<file path="src/hdl/gpl_defines.svh">
// gpl_defines.svh: offsets, field positions, reset values and timing counts of the pin block
// assumes a 20 MHz device clock; included by bare name
`ifndef GPL_DEFINES_SVH
`define GPL_DEFINES_SVH
`define GPL_OFF_PIN_CONFIG 8'h88
`define GPL_OFF_IRQ_STATUS 8'h8C
`define GPL_OFF_IRQ_ENABLE 8'h90
`define GPL_LED_LSB 28
`define GPL_POL_LSB 24
`define GPL_ROMF_LSB 20
`define GPL_DRIVE_LSB 16
`define GPL_DIR_LSB 8
`define GPL_OOV_LSB 3
`define GPL_VAL_LSB 0
`define GPL_CFG_WMASK 32'h7777_071F
`define GPL_CFG_RESET 32'h0000_0000
`define GPL_CLK_NS 50
`define GPL_MIN_PULSE_NS 40
`define GPL_FILT_CYCLES ((`GPL_MIN_PULSE_NS + `GPL_CLK_NS - 1) / `GPL_CLK_NS)
`endif

</file>
<file path="src/hdl/gpl_pkg.sv">
// gpl_pkg: types of the pin configuration block
// assumes gpl_defines.svh for numbers
package gpl_pkg;
	typedef enum logic [2:0] {
		GPL_ROMF_ROM = 3'h0,
		GPL_ROMF_OO_BOTH = 3'h1,
		GPL_ROMF_RSVD_A = 3'h2,
		GPL_ROMF_OOA_RXDV = 3'h3,
		GPL_ROMF_RSVD_B = 3'h4,
		GPL_ROMF_TXEN_OOB = 3'h5,
		GPL_ROMF_TXEN_RXDV = 3'h6,
		GPL_ROMF_CLKS = 3'h7
	} gpl_romf_type;
	typedef enum logic [1:0] {
		GPL_F_IDLE = 2'b01,
		GPL_F_HELD = 2'b10
	} gpl_filt_state_type;
endpackage : gpl_pkg

</file>
<file path="src/hdl/gpl_if.sv">
// gpl_if: filtered pin levels from the input filter to the register block
// assumes one clock shared by both ends
`timescale 1ns/1ps
interface gpl_if;
	logic [2:0] level;
	logic [2:0] irq_hit;
	logic [2:0] polarity;
	modport filt (output level, output irq_hit, input polarity);
	modport core (input level, input irq_hit, output polarity);
endinterface : gpl_if

</file>
<file path="src/hdl/gpl_pin_config.sv">
// gpl_pin_config: pin configuration register, pin muxing and pin interrupts
// assumes a plain register port on clk_i; pins asynchronous; board resolves open-drain
//
// Local design decision: the strobed register port.
`timescale 1ns/1ps
`include "gpl_defines.svh"
// Overview of operation
// - a set led select bit gives shared pin n to the led, a clear one makes it a general pin.
// - a pin's polarity bit picks whether a high or a low level sets its interrupt status.
// - a pin interrupt reaches the host only when its enable bit is set.
// - a level must last longer than 40 ns to count as an interrupt.
// - the rom pin function field chooses what the rom data and clock pins carry.
// - a set drive-type bit makes a pin push-pull, a clear one open-drain.
// - a set direction bit makes a pin an output, a clear one an input.
// - bits 3 and 4 drive the two output-only pins when those are selected.
// - an output pin drives its data bit, and reading the data bits returns the pin levels.
module gpl_pin_config import gpl_pkg::*; #(
	parameter int FILT_CYCLES = `GPL_FILT_CYCLES
) (
	input wire logic clk_i,
	input wire logic reset_i,
	input wire logic [7:0] addr_i,
	input wire logic [31:0] wdata_i,
	input wire logic wr_i,
	input wire logic rd_i,
	output logic [31:0] rdata_o,
	output logic irq_o,
	input wire logic [2:0] pin_i,
	output logic [2:0] pin_o,
	output logic [2:0] pin_oe_o,
	input wire logic [2:0] led_i,
	input wire logic rom_data_i,
	output logic rom_data_o,
	output logic rom_data_oe_o,
	input wire logic rom_clock_i,
	input wire logic tx_en_i,
	input wire logic tx_clk_i,
	input wire logic rx_dv_i,
	input wire logic rx_clk_i,
	output logic rom_data_pin_o,
	output logic rom_data_pin_oe_o,
	output logic rom_clock_pin_o
);
	typedef struct packed {
		logic [31:0] cfg;
		logic [2:0] status;
		logic [2:0] enable;
		logic [31:0] rdata;
		logic [2:0] pin_out;
		logic [2:0] pin_oe;
		logic data_pin;
		logic data_oe;
		logic clock_pin;
	} gpl_core_type;
	gpl_core_type cur, next_cur;
	gpl_if link_p ();
	logic [2:0] led_select;
	logic [2:0] pin_irq_polarity;
	gpl_romf_type rom_pin_function;
	logic [2:0] pin_drive_type;
	logic [2:0] pin_direction;
	logic [1:0] out_only_value;
	logic [2:0] pin_value;

	// input filter with its synchroniser
	gpl_pin_filter #(.FILT_CYCLES(FILT_CYCLES)) u_filter (
		.clk_i(clk_i),
		.reset_i(reset_i),
		.pin_i(pin_i),
		.port_p(link_p.filt)
	);

	// field views of the configuration word
	assign led_select = cur.cfg[`GPL_LED_LSB +: 3];
	assign pin_irq_polarity = cur.cfg[`GPL_POL_LSB +: 3];
	assign rom_pin_function = gpl_romf_type'(cur.cfg[`GPL_ROMF_LSB +: 3]);
	assign pin_drive_type = cur.cfg[`GPL_DRIVE_LSB +: 3];
	assign pin_direction = cur.cfg[`GPL_DIR_LSB +: 3];
	assign out_only_value = cur.cfg[`GPL_OOV_LSB +: 2];
	assign pin_value = cur.cfg[`GPL_VAL_LSB +: 3];
	assign link_p.polarity = pin_irq_polarity;

	// one pin's drive: led wins, else push-pull or open-drain when an output
	function automatic logic [1:0] pin_drive(input logic led_sel, input logic led, input logic dir,
		input logic push, input logic val);
		logic [1:0] r;
		r = 2'b00;
		if (led_sel)
			r = {led, 1'b1};
		else if (dir && push)
			r = {val, 1'b1};
		else if (dir)
			r = {1'b0, !val};
		return r;
	endfunction : pin_drive

	// register access, status capture and pin muxing
	always_comb begin
		logic [1:0] d;
		logic [2:0] ev;
		d = 2'b00;
		ev = link_p.irq_hit & ~led_select;
		next_cur = cur;
		if (wr_i && addr_i == `GPL_OFF_PIN_CONFIG)
			next_cur.cfg = wdata_i & `GPL_CFG_WMASK;
		if (wr_i && addr_i == `GPL_OFF_IRQ_ENABLE)
			next_cur.enable = wdata_i[2:0];
		next_cur.rdata = 32'h0000_0000;
		if (rd_i) begin
			unique case (addr_i)
				`GPL_OFF_PIN_CONFIG: next_cur.rdata = {cur.cfg[31:3], link_p.level};
				`GPL_OFF_IRQ_STATUS: next_cur.rdata = {29'h0000_0000, cur.status};
				`GPL_OFF_IRQ_ENABLE: next_cur.rdata = {29'h0000_0000, cur.enable};
				default: next_cur.rdata = 32'h0000_0000;
			endcase
		end
		// a status read clears; a level still held sets again, set winning
		if (rd_i && addr_i == `GPL_OFF_IRQ_STATUS)
			next_cur.status = 3'h0;
		next_cur.status = next_cur.status | ev;
		for (int i = 0; i < 3; i++) begin
			d = pin_drive(led_select[i], led_i[i], pin_direction[i], pin_drive_type[i], pin_value[i]);
			next_cur.pin_out[i] = d[1];
			next_cur.pin_oe[i] = d[0];
		end
		next_cur.data_pin = 1'b0;
		next_cur.data_oe = 1'b0;
		next_cur.clock_pin = 1'b0;
		unique case (rom_pin_function)
			GPL_ROMF_ROM: begin
				next_cur.data_pin = rom_data_i;
				next_cur.data_oe = rom_data_oe_o;
				next_cur.clock_pin = rom_clock_i;
			end
			GPL_ROMF_OO_BOTH: begin
				next_cur.data_pin = out_only_value[0];
				next_cur.data_oe = 1'b1;
				next_cur.clock_pin = out_only_value[1];
			end
			GPL_ROMF_OOA_RXDV: begin
				next_cur.data_pin = out_only_value[0];
				next_cur.data_oe = 1'b1;
				next_cur.clock_pin = rx_dv_i;
			end
			GPL_ROMF_TXEN_OOB: begin
				next_cur.data_pin = tx_en_i;
				next_cur.data_oe = 1'b1;
				next_cur.clock_pin = out_only_value[1];
			end
			GPL_ROMF_TXEN_RXDV: begin
				next_cur.data_pin = tx_en_i;
				next_cur.data_oe = 1'b1;
				next_cur.clock_pin = rx_dv_i;
			end
			GPL_ROMF_CLKS: begin
				next_cur.data_pin = tx_clk_i;
				next_cur.data_oe = 1'b1;
				next_cur.clock_pin = rx_clk_i;
			end
			// reserved codes 2 and 4 pass the write mask; park the pins quietly
			default: begin
				next_cur.data_pin = 1'b0;
				next_cur.data_oe = 1'b0;
				next_cur.clock_pin = 1'b0;
			end
		endcase
	end

	always_ff @(posedge clk_i) begin
		if (reset_i)
			cur <= '0;
		else
			cur <= next_cur;
	end

	// rom data pin read path and outputs; the rom engine sees its own pin level
	assign rom_data_o = rom_data_pin_o;
	assign rom_data_oe_o = 1'b0;
	assign rdata_o = cur.rdata;
	assign irq_o = |(cur.status & cur.enable);
	assign pin_o = cur.pin_out;
	assign pin_oe_o = cur.pin_oe;
	assign rom_data_pin_o = cur.data_pin;
	assign rom_data_pin_oe_o = cur.data_oe;
	assign rom_clock_pin_o = cur.clock_pin;

	// irq can only rise after an enabled pin level or a write of the enable bits
	property p_irq_gate;
		@(posedge clk_i) disable iff (reset_i) $rose(irq_o)
			|-> $past((|(link_p.irq_hit & ~led_select & cur.enable)) || (wr_i && addr_i == `GPL_OFF_IRQ_ENABLE));
	endproperty
	a_irq_gate: assert property (p_irq_gate) else $error("irq without enabled status");
	property p_irq_masked;
		@(posedge clk_i) disable iff (reset_i)
			(rd_i && addr_i == `GPL_OFF_IRQ_ENABLE) ##1 (rdata_o[2:0] == 3'h0) |-> !irq_o;
	endproperty
	a_irq_masked: assert property (p_irq_masked) else $error("irq while all masked");
	property p_led_route;
		@(posedge clk_i) disable iff (reset_i) led_select[0] |=> (pin_oe_o[0] && pin_o[0] == $past(led_i[0]));
	endproperty
	a_led_route: assert property (p_led_route) else $error("led not routed");
	property p_input_dir;
		@(posedge clk_i) disable iff (reset_i) (!led_select[1] && !pin_direction[1]) |=> !pin_oe_o[1];
	endproperty
	a_input_dir: assert property (p_input_dir) else $error("input pin driven");
	property p_open_drain;
		@(posedge clk_i) disable iff (reset_i)
			(!led_select[2] && pin_direction[2] && !pin_drive_type[2] && pin_value[2]) |=> !pin_oe_o[2];
	endproperty
	a_open_drain: assert property (p_open_drain) else $error("open drain drove high");
	property p_push_pull;
		@(posedge clk_i) disable iff (reset_i)
			(!led_select[0] && pin_direction[0] && pin_drive_type[0]) |=> (pin_oe_o[0] && pin_o[0] == $past(pin_value[0]));
	endproperty
	a_push_pull: assert property (p_push_pull) else $error("push pull value wrong");
	property p_oo_pins;
		@(posedge clk_i) disable iff (reset_i)
			(rom_pin_function == GPL_ROMF_OO_BOTH) |=> (rom_data_pin_o == $past(out_only_value[0])
			&& rom_clock_pin_o == $past(out_only_value[1]));
	endproperty
	a_oo_pins: assert property (p_oo_pins) else $error("output-only pins wrong");
	property p_rxdv;
		@(posedge clk_i) disable iff (reset_i) (rom_pin_function == GPL_ROMF_TXEN_RXDV)
			|=> (rom_clock_pin_o == $past(rx_dv_i) && rom_data_pin_o == $past(tx_en_i));
	endproperty
	a_rxdv: assert property (p_rxdv) else $error("mii mux wrong");
	property p_rsvd;
		@(posedge clk_i) disable iff (reset_i) (rd_i && addr_i == `GPL_OFF_PIN_CONFIG) |=> (rdata_o[31] == 1'b0
			&& rdata_o[27] == 1'b0 && rdata_o[7:5] == 3'h0);
	endproperty
	a_rsvd: assert property (p_rsvd) else $error("reserved bit nonzero");
	property p_hit_sets;
		@(posedge clk_i) disable iff (reset_i) (link_p.irq_hit[0] && !led_select[0]) |=> cur.status[0];
	endproperty
	a_hit_sets: assert property (p_hit_sets) else $error("status not set");
	// bus writes land one cycle later, masked to the defined fields
	property p_cfg_write;
		@(posedge clk_i) disable iff (reset_i)
			(wr_i && addr_i == `GPL_OFF_PIN_CONFIG) |=> cur.cfg == ($past(wdata_i) & `GPL_CFG_WMASK);
	endproperty
	a_cfg_write: assert property (p_cfg_write) else $error("config write not masked");
	property p_enable_write;
		@(posedge clk_i) disable iff (reset_i)
			(wr_i && addr_i == `GPL_OFF_IRQ_ENABLE) |=> cur.enable == $past(wdata_i[2:0]);
	endproperty
	a_enable_write: assert property (p_enable_write) else $error("enable write lost");
	// a status read returns the sticky bits and clears them unless a level is still held
	property p_status_read;
		@(posedge clk_i) disable iff (reset_i)
			(rd_i && addr_i == `GPL_OFF_IRQ_STATUS) |=> rdata_o == {29'h0000_0000, $past(cur.status)};
	endproperty
	a_status_read: assert property (p_status_read) else $error("status read wrong");
	property p_status_clear;
		@(posedge clk_i) disable iff (reset_i)
			(rd_i && addr_i == `GPL_OFF_IRQ_STATUS && !(|(link_p.irq_hit & ~led_select)))
			|=> cur.status == 3'h0;
	endproperty
	a_status_clear: assert property (p_status_clear) else $error("status not cleared by read");
	// the pin level bits of a config read come from the synchronised pins
	property p_level_read;
		@(posedge clk_i) disable iff (reset_i)
			(rd_i && addr_i == `GPL_OFF_PIN_CONFIG) |=> rdata_o[2:0] == $past(link_p.level);
	endproperty
	a_level_read: assert property (p_level_read) else $error("pin level read wrong");
	// a pin lent to the led raises no status of its own
	property p_led_mask;
		@(posedge clk_i) disable iff (reset_i) (led_select[0] && !cur.status[0])
			|=> !cur.status[0];
	endproperty
	a_led_mask: assert property (p_led_mask) else $error("led pin raised status");
	// remaining function codes of the two rom pins, one cycle behind their sources
	property p_rom_mode;
		@(posedge clk_i) disable iff (reset_i) (!reset_i && rom_pin_function == GPL_ROMF_ROM)
			|=> (rom_data_pin_o == $past(rom_data_i) && rom_clock_pin_o == $past(rom_clock_i)
			&& !rom_data_pin_oe_o);
	endproperty
	a_rom_mode: assert property (p_rom_mode) else $error("rom pins not passed through");
	property p_ooa_rxdv;
		@(posedge clk_i) disable iff (reset_i) (rom_pin_function == GPL_ROMF_OOA_RXDV)
			|=> (rom_data_pin_o == $past(out_only_value[0]) && rom_clock_pin_o == $past(rx_dv_i)
			&& rom_data_pin_oe_o);
	endproperty
	a_ooa_rxdv: assert property (p_ooa_rxdv) else $error("first output-only pin wrong");
	property p_txen_oob;
		@(posedge clk_i) disable iff (reset_i) (rom_pin_function == GPL_ROMF_TXEN_OOB)
			|=> (rom_data_pin_o == $past(tx_en_i) && rom_clock_pin_o == $past(out_only_value[1])
			&& rom_data_pin_oe_o);
	endproperty
	a_txen_oob: assert property (p_txen_oob) else $error("second output-only pin wrong");
	property p_clks;
		@(posedge clk_i) disable iff (reset_i) (rom_pin_function == GPL_ROMF_CLKS)
			|=> (rom_data_pin_o == $past(tx_clk_i) && rom_clock_pin_o == $past(rx_clk_i) && rom_data_pin_oe_o);
	endproperty
	a_clks: assert property (p_clks) else $error("debug clocks not routed");
	c_irq: cover property (@(posedge clk_i) disable iff (reset_i) $rose(irq_o));
	c_led: cover property (@(posedge clk_i) disable iff (reset_i) led_select[0] && pin_oe_o[0]);
	c_clks: cover property (@(posedge clk_i) disable iff (reset_i) rom_pin_function == GPL_ROMF_CLKS);
	// open-drain output and a status read that really clears something
	c_open_drain: cover property (@(posedge clk_i) disable iff (reset_i) pin_direction[2] && !pin_drive_type[2]);
	c_status_clear: cover property (@(posedge clk_i) disable iff (reset_i)
		rd_i && addr_i == `GPL_OFF_IRQ_STATUS && cur.status != 3'h0);
endmodule : gpl_pin_config

</file>
<file path="src/hdl/gpl_pin_filter.sv">
// gpl_pin_filter: synchronises the three pins and flags levels held long enough to interrupt
// assumes pins are asynchronous to clk_i
`timescale 1ns/1ps
`include "gpl_defines.svh"
module gpl_pin_filter import gpl_pkg::*; #(
	parameter int FILT_CYCLES = `GPL_FILT_CYCLES
) (
	input wire logic clk_i,
	input wire logic reset_i,
	input wire logic [2:0] pin_i,
	gpl_if.filt port_p
);
	typedef struct packed {
		logic [2:0] sync1;
		logic [2:0] sync2;
		logic [2:0][3:0] run;
		logic [2:0] hit;
	} gpl_filt_type;
	gpl_filt_type cur, next_cur;
	// count cycles at the active polarity; a level must outlast the minimum time
	always_comb begin
		next_cur = cur;
		next_cur.sync1 = pin_i;
		next_cur.sync2 = cur.sync1;
		for (int i = 0; i < 3; i++) begin
			if (cur.sync2[i] == port_p.polarity[i]) begin
				if (cur.run[i] != 4'hF)
					next_cur.run[i] = cur.run[i] + 4'h1;
			end else begin
				next_cur.run[i] = 4'h0;
			end
			next_cur.hit[i] = (next_cur.run[i] > 4'(FILT_CYCLES));
		end
	end
	always_ff @(posedge clk_i) begin
		if (reset_i)
			cur <= '0;
		else
			cur <= next_cur;
	end
	assign port_p.level = cur.sync2;
	assign port_p.irq_hit = cur.hit;
	// an inactive level restarts the count, so no hit can follow it
	property p_short_ignored;
		@(posedge clk_i) disable iff (reset_i) (cur.sync2[0] != port_p.polarity[0]) |=> !cur.hit[0];
	endproperty
	a_short_ignored: assert property (p_short_ignored) else $error("hit after inactive level");
endmodule : gpl_pin_filter

</file>
<file path="config.mk">
export PLATFORM = sky130hd
export DESIGN_NAME = gpl_pin_config
export DESIGN_NICKNAME = d
export VERILOG_FILES = /design/src/hdl/gpl_pkg.sv /design/src/hdl/gpl_if.sv /design/src/hdl/gpl_pin_config.sv /design/src/hdl/gpl_pin_filter.sv
export VERILOG_INCLUDE_DIRS = /design/src /design/src/hdl
export SDC_FILE = /design/constraint.sdc
export NUM_CORES = 1
export LEC_CHECK = 0
export ABC_AREA = 0
export BUFFER_PORTS_ARGS = -buffer_cell sky130_fd_sc_hd__buf_2
export CORE_MARGIN = 2
export CORE_UTILIZATION = 40
export DETAILED_ROUTE_END_ITERATION = 12
export PLACE_DENSITY = 0.73
export SYNTH_ARGS = -nofsm -noshare
export SYNTH_HDL_FRONTEND = slang
export SYNTH_SLANG_ARGS = --single-unit
export TNS_END_PERCENT = 1
</file>
<file path="constraint.sdc">
create_clock -name clk_i -period 1.8 [get_ports clk_i]
set_input_delay 0.36 -clock clk_i [delete_from_list [all_inputs] [get_ports clk_i]]
set_output_delay 0.36 -clock clk_i [all_outputs]
set_load 0.01 [all_outputs]
</file>
==> summary.md <==
| Metric | Value |
|---|---|
| Outcome | `complete, no violations` |
| Ant. Diodes | `0` |
| Site Rows | `33` |
| Hold crit path type | `in -> reg` |
| # H-tree levels | `3` |
| Register area | `1520 um^2` |
| Area of the multi-input gates | `1490 um^2` |
| Avg Vias per Cell | `4.63` |
| Simple-Gate Fraction of Synth Area | `23.7%` |
| Wire length of the first global-routing pass | `8940 um` |
| Post_cts resized | `0` |
| Area delta synth->final | `13.7%` |
| Die Area | `9110 um^2` |
| Sequential share of the synthesized area | `45.5%` |
| Hold WS | `0.233 ns` |
| R2R depth | `3` |
| WP data required | `1.44 ns` |
| Compound-Gate Fraction of Synth Area | `6.32%` |
| Largest family of logic cells by synthesized area | `simple AND/OR/NAND/NOR gates` |
| Post-Syn Area | `3350 um^2` |
| Most common cell after layout, fill and taps aside | `dfxtp_1` |
| ANT nets after route | `0` |
| Yosys warning total | `0` |
| Drt initial violations | `126` |
| Synth cell types | `37` |
| Initial core utilization | `40.9%` |
| VDD IR max | `313 uV` |
| # port buffers | `74` |
| Worst-path clk slew | `0.07 ns` |
| Ys flop type | `dfxtp_1` |
| Core ar. | `8180 um^2` |
| Hold endpoint | `u_filter.cur[18]` |
| Synth Area in Adders | `1.12%` |
| CTS sink count | `76` |
| Hold Startpoint | `pin_i[0]` |
| Data arrival, critical path | `1.24 ns` |
| Worst reg2reg endpoint | `rom_data_o` |
| Total power | `3360 uW` |
| Die Width | `95.5 um` |
| Pin count of the biggest net entering global routing | `65` |
| Worst Skew | `0.00918 ns` |
| Final period utilization | `88.6%` |
| GP Congestion | `0.782` |
| CTS tree | `built` |
| Number of synthesized register bits | `76` |
| Leakage power | `0.00158 uW` |
| Ys async rst share | `0%` |
| # nets final | `449` |
| Maximum clock rate | `627 MHz` |
| Commonest non-fill, non-tap cells in the layout | `dfxtp_1 (76), buf_2 (74), nand2b_1 (52)` |
| Via count | `2,315` |
| Nature of the critical path startpoint | `flip-flop` |
| Cells after Synth | `343` |
| Clock Tree Buf Depth | `2` |
| Avg Synthesized Cell Area | `9.75 um^2` |
| Final Slew Violations | `0` |
| RSZ-0062 raised after global routing | `no` |
| Drt pass-1 iters | `4` |
| Multiplexer share of the synthesized area | `10.1%` |
| Post-synth EDFFs | `0` |
| Vias in the first global route | `1,956` |
| Post-synthesis xor/xnor area fraction | `1.57%` |
| Height of the chip | `95.5 um` |
| Maxcap violations | `0` |
| Post-CTS Setup Repair Bufs | `0` |
| Setup crit end kind | `output pin` |
| # fillers | `758` |
| HPWL after DPL | `4180 um` |
| Cell depth of the worst hold path | `2` |
| Flop2flop setup slack | `0.59 ns` |
| Min cycle time layout | `1.60 ns` |
| Hold Vio Cnt, Final | `0` |
| Total Negative Setup Slacks | `0 ns` |
| CP Class | `reg -> out` |
| Power per cell area | `883 nW/um^2` |
| CTS root buf | `clkbuf_8` |
| Fraction of layout cells with a size suffix above 1 | `25.3%` |
| Final-report setup violation count | `0` |
| DRC Markers | `0` |
| Reg-to-reg critical path startpoint | `cur[68]` |
| Crit-path max FO | `3` |
| Gr ovfl total | `0` |
| WL per Instance | `11.8 um` |
| Post-Route WL | `5890 um` |
| Clk_lat worst skew | `0.34 ns` |
| # IOs | `100` |
| Initial antenna violation count | `0` |
| GRT Total Usage | `13.1%` |
| CTS Buf Count | `9` |
| Hold-fix buffers, CTS | `0` |
## synthesized netlist by cell type (4+ instances only)
cell type / instances / area (um^2)
nor3_1: 6 / 30.0
nor2_1: 20 / 75.1
inv_1: 4 / 15.0
nand2b_1: 52 / 325
mux2_2: 5 / 56.3
xnor2_1: 6 / 52.6
buf_4: 43 / 323
and2_1: 20 / 125
mux2i_1: 28 / 280
nand2_1: 7 / 26.3
nor2b_1: 7 / 43.8
dfxtp_1: 76 / 1520
nand3_1: 8 / 40.0
clkbuf_1: 9 / 33.8
a21oi_1: 15 / 75.1
## worst max-delay path: stages, from the launching register on
cell	delay, ns
dfxtp_1	0.35
a222oi_1	0.34
inv_1	0.06
buf_2	0.15
## cells by family (layout without fill, tap and decap cells)
group / after synthesis / count (layout)
simple gates: 133 / 133
compound gates: 33 / 33
flops: 76 / 76
fa+ha+maj: 3 / 3
other cells: 1 / 13
buf+inv: 58 / 98
mux: 33 / 33
xor+xnor: 6 / 6
## flip-flops by register name, summed over array words and instances, names as in the netlist
name,cells
u_filter.cur,15
u_filter.port_p.irq_hit,3
pin_oe_o,3
pin_o,3
rom_data_o,1
cur,26
rom_clock_pin_o,1
rdata_o,20
u_filter.port_p.level,3
rom_data_pin_oe_o,1
## where the power goes
| part | switching [uW] | total (uW) | internal (uW) |
|---|---|---|---|
| clock network | 587 | 1370 | 783 |
| registers | 32.4 | 1750 | 1720 |
| logic | 118 | 236 | 118 |
## stage by stage
step	util, %	instance area, um^2	instances	worst slack, ns
global route	46.5	3800	500	0.109
floorplan	-	3390	355	0.217
detailed placement	44.0	3600	484	0.0914
global placement	44.0	3600	484	0.109
CTS	46.5	3800	500	0.175
finish	46.5	3800	500	0.205
## worst max-delay path by stage
stage,from,end,depth (start not counted)
3_5_place_dp,addr_i[2],cur[50],5
2_1_floorplan,addr_i[5],cur[41],5
5_1_grt,cur[41],irq_o,3
4_1_cts,cur[41],irq_o,3
3_3_place_gp,addr_i[5],cur[42],4
6_report,cur[41],irq_o,3
## final cells by class
class                   count  share of cell area, %
clock buffers              12                   3.55
clock inverters             4                   1.94
inverters                   4                  0.395
multi-input cells         221                   39.2
flip-flops and latches     76                   40.0
well taps                 105                   3.45
repair buffers             78                   11.5
## metal layers
layer  up-vias  global-route usage, %  part of all wire (%)
met1      1060                   15.2                    44
met3         5                   4.35                   6.8
met2        67                   21.5                    48
met4         0                   6.79                   1.4
met5         -                      0                     0
li1       1183                      -                     -
Power figures use the tool's default switching activity.
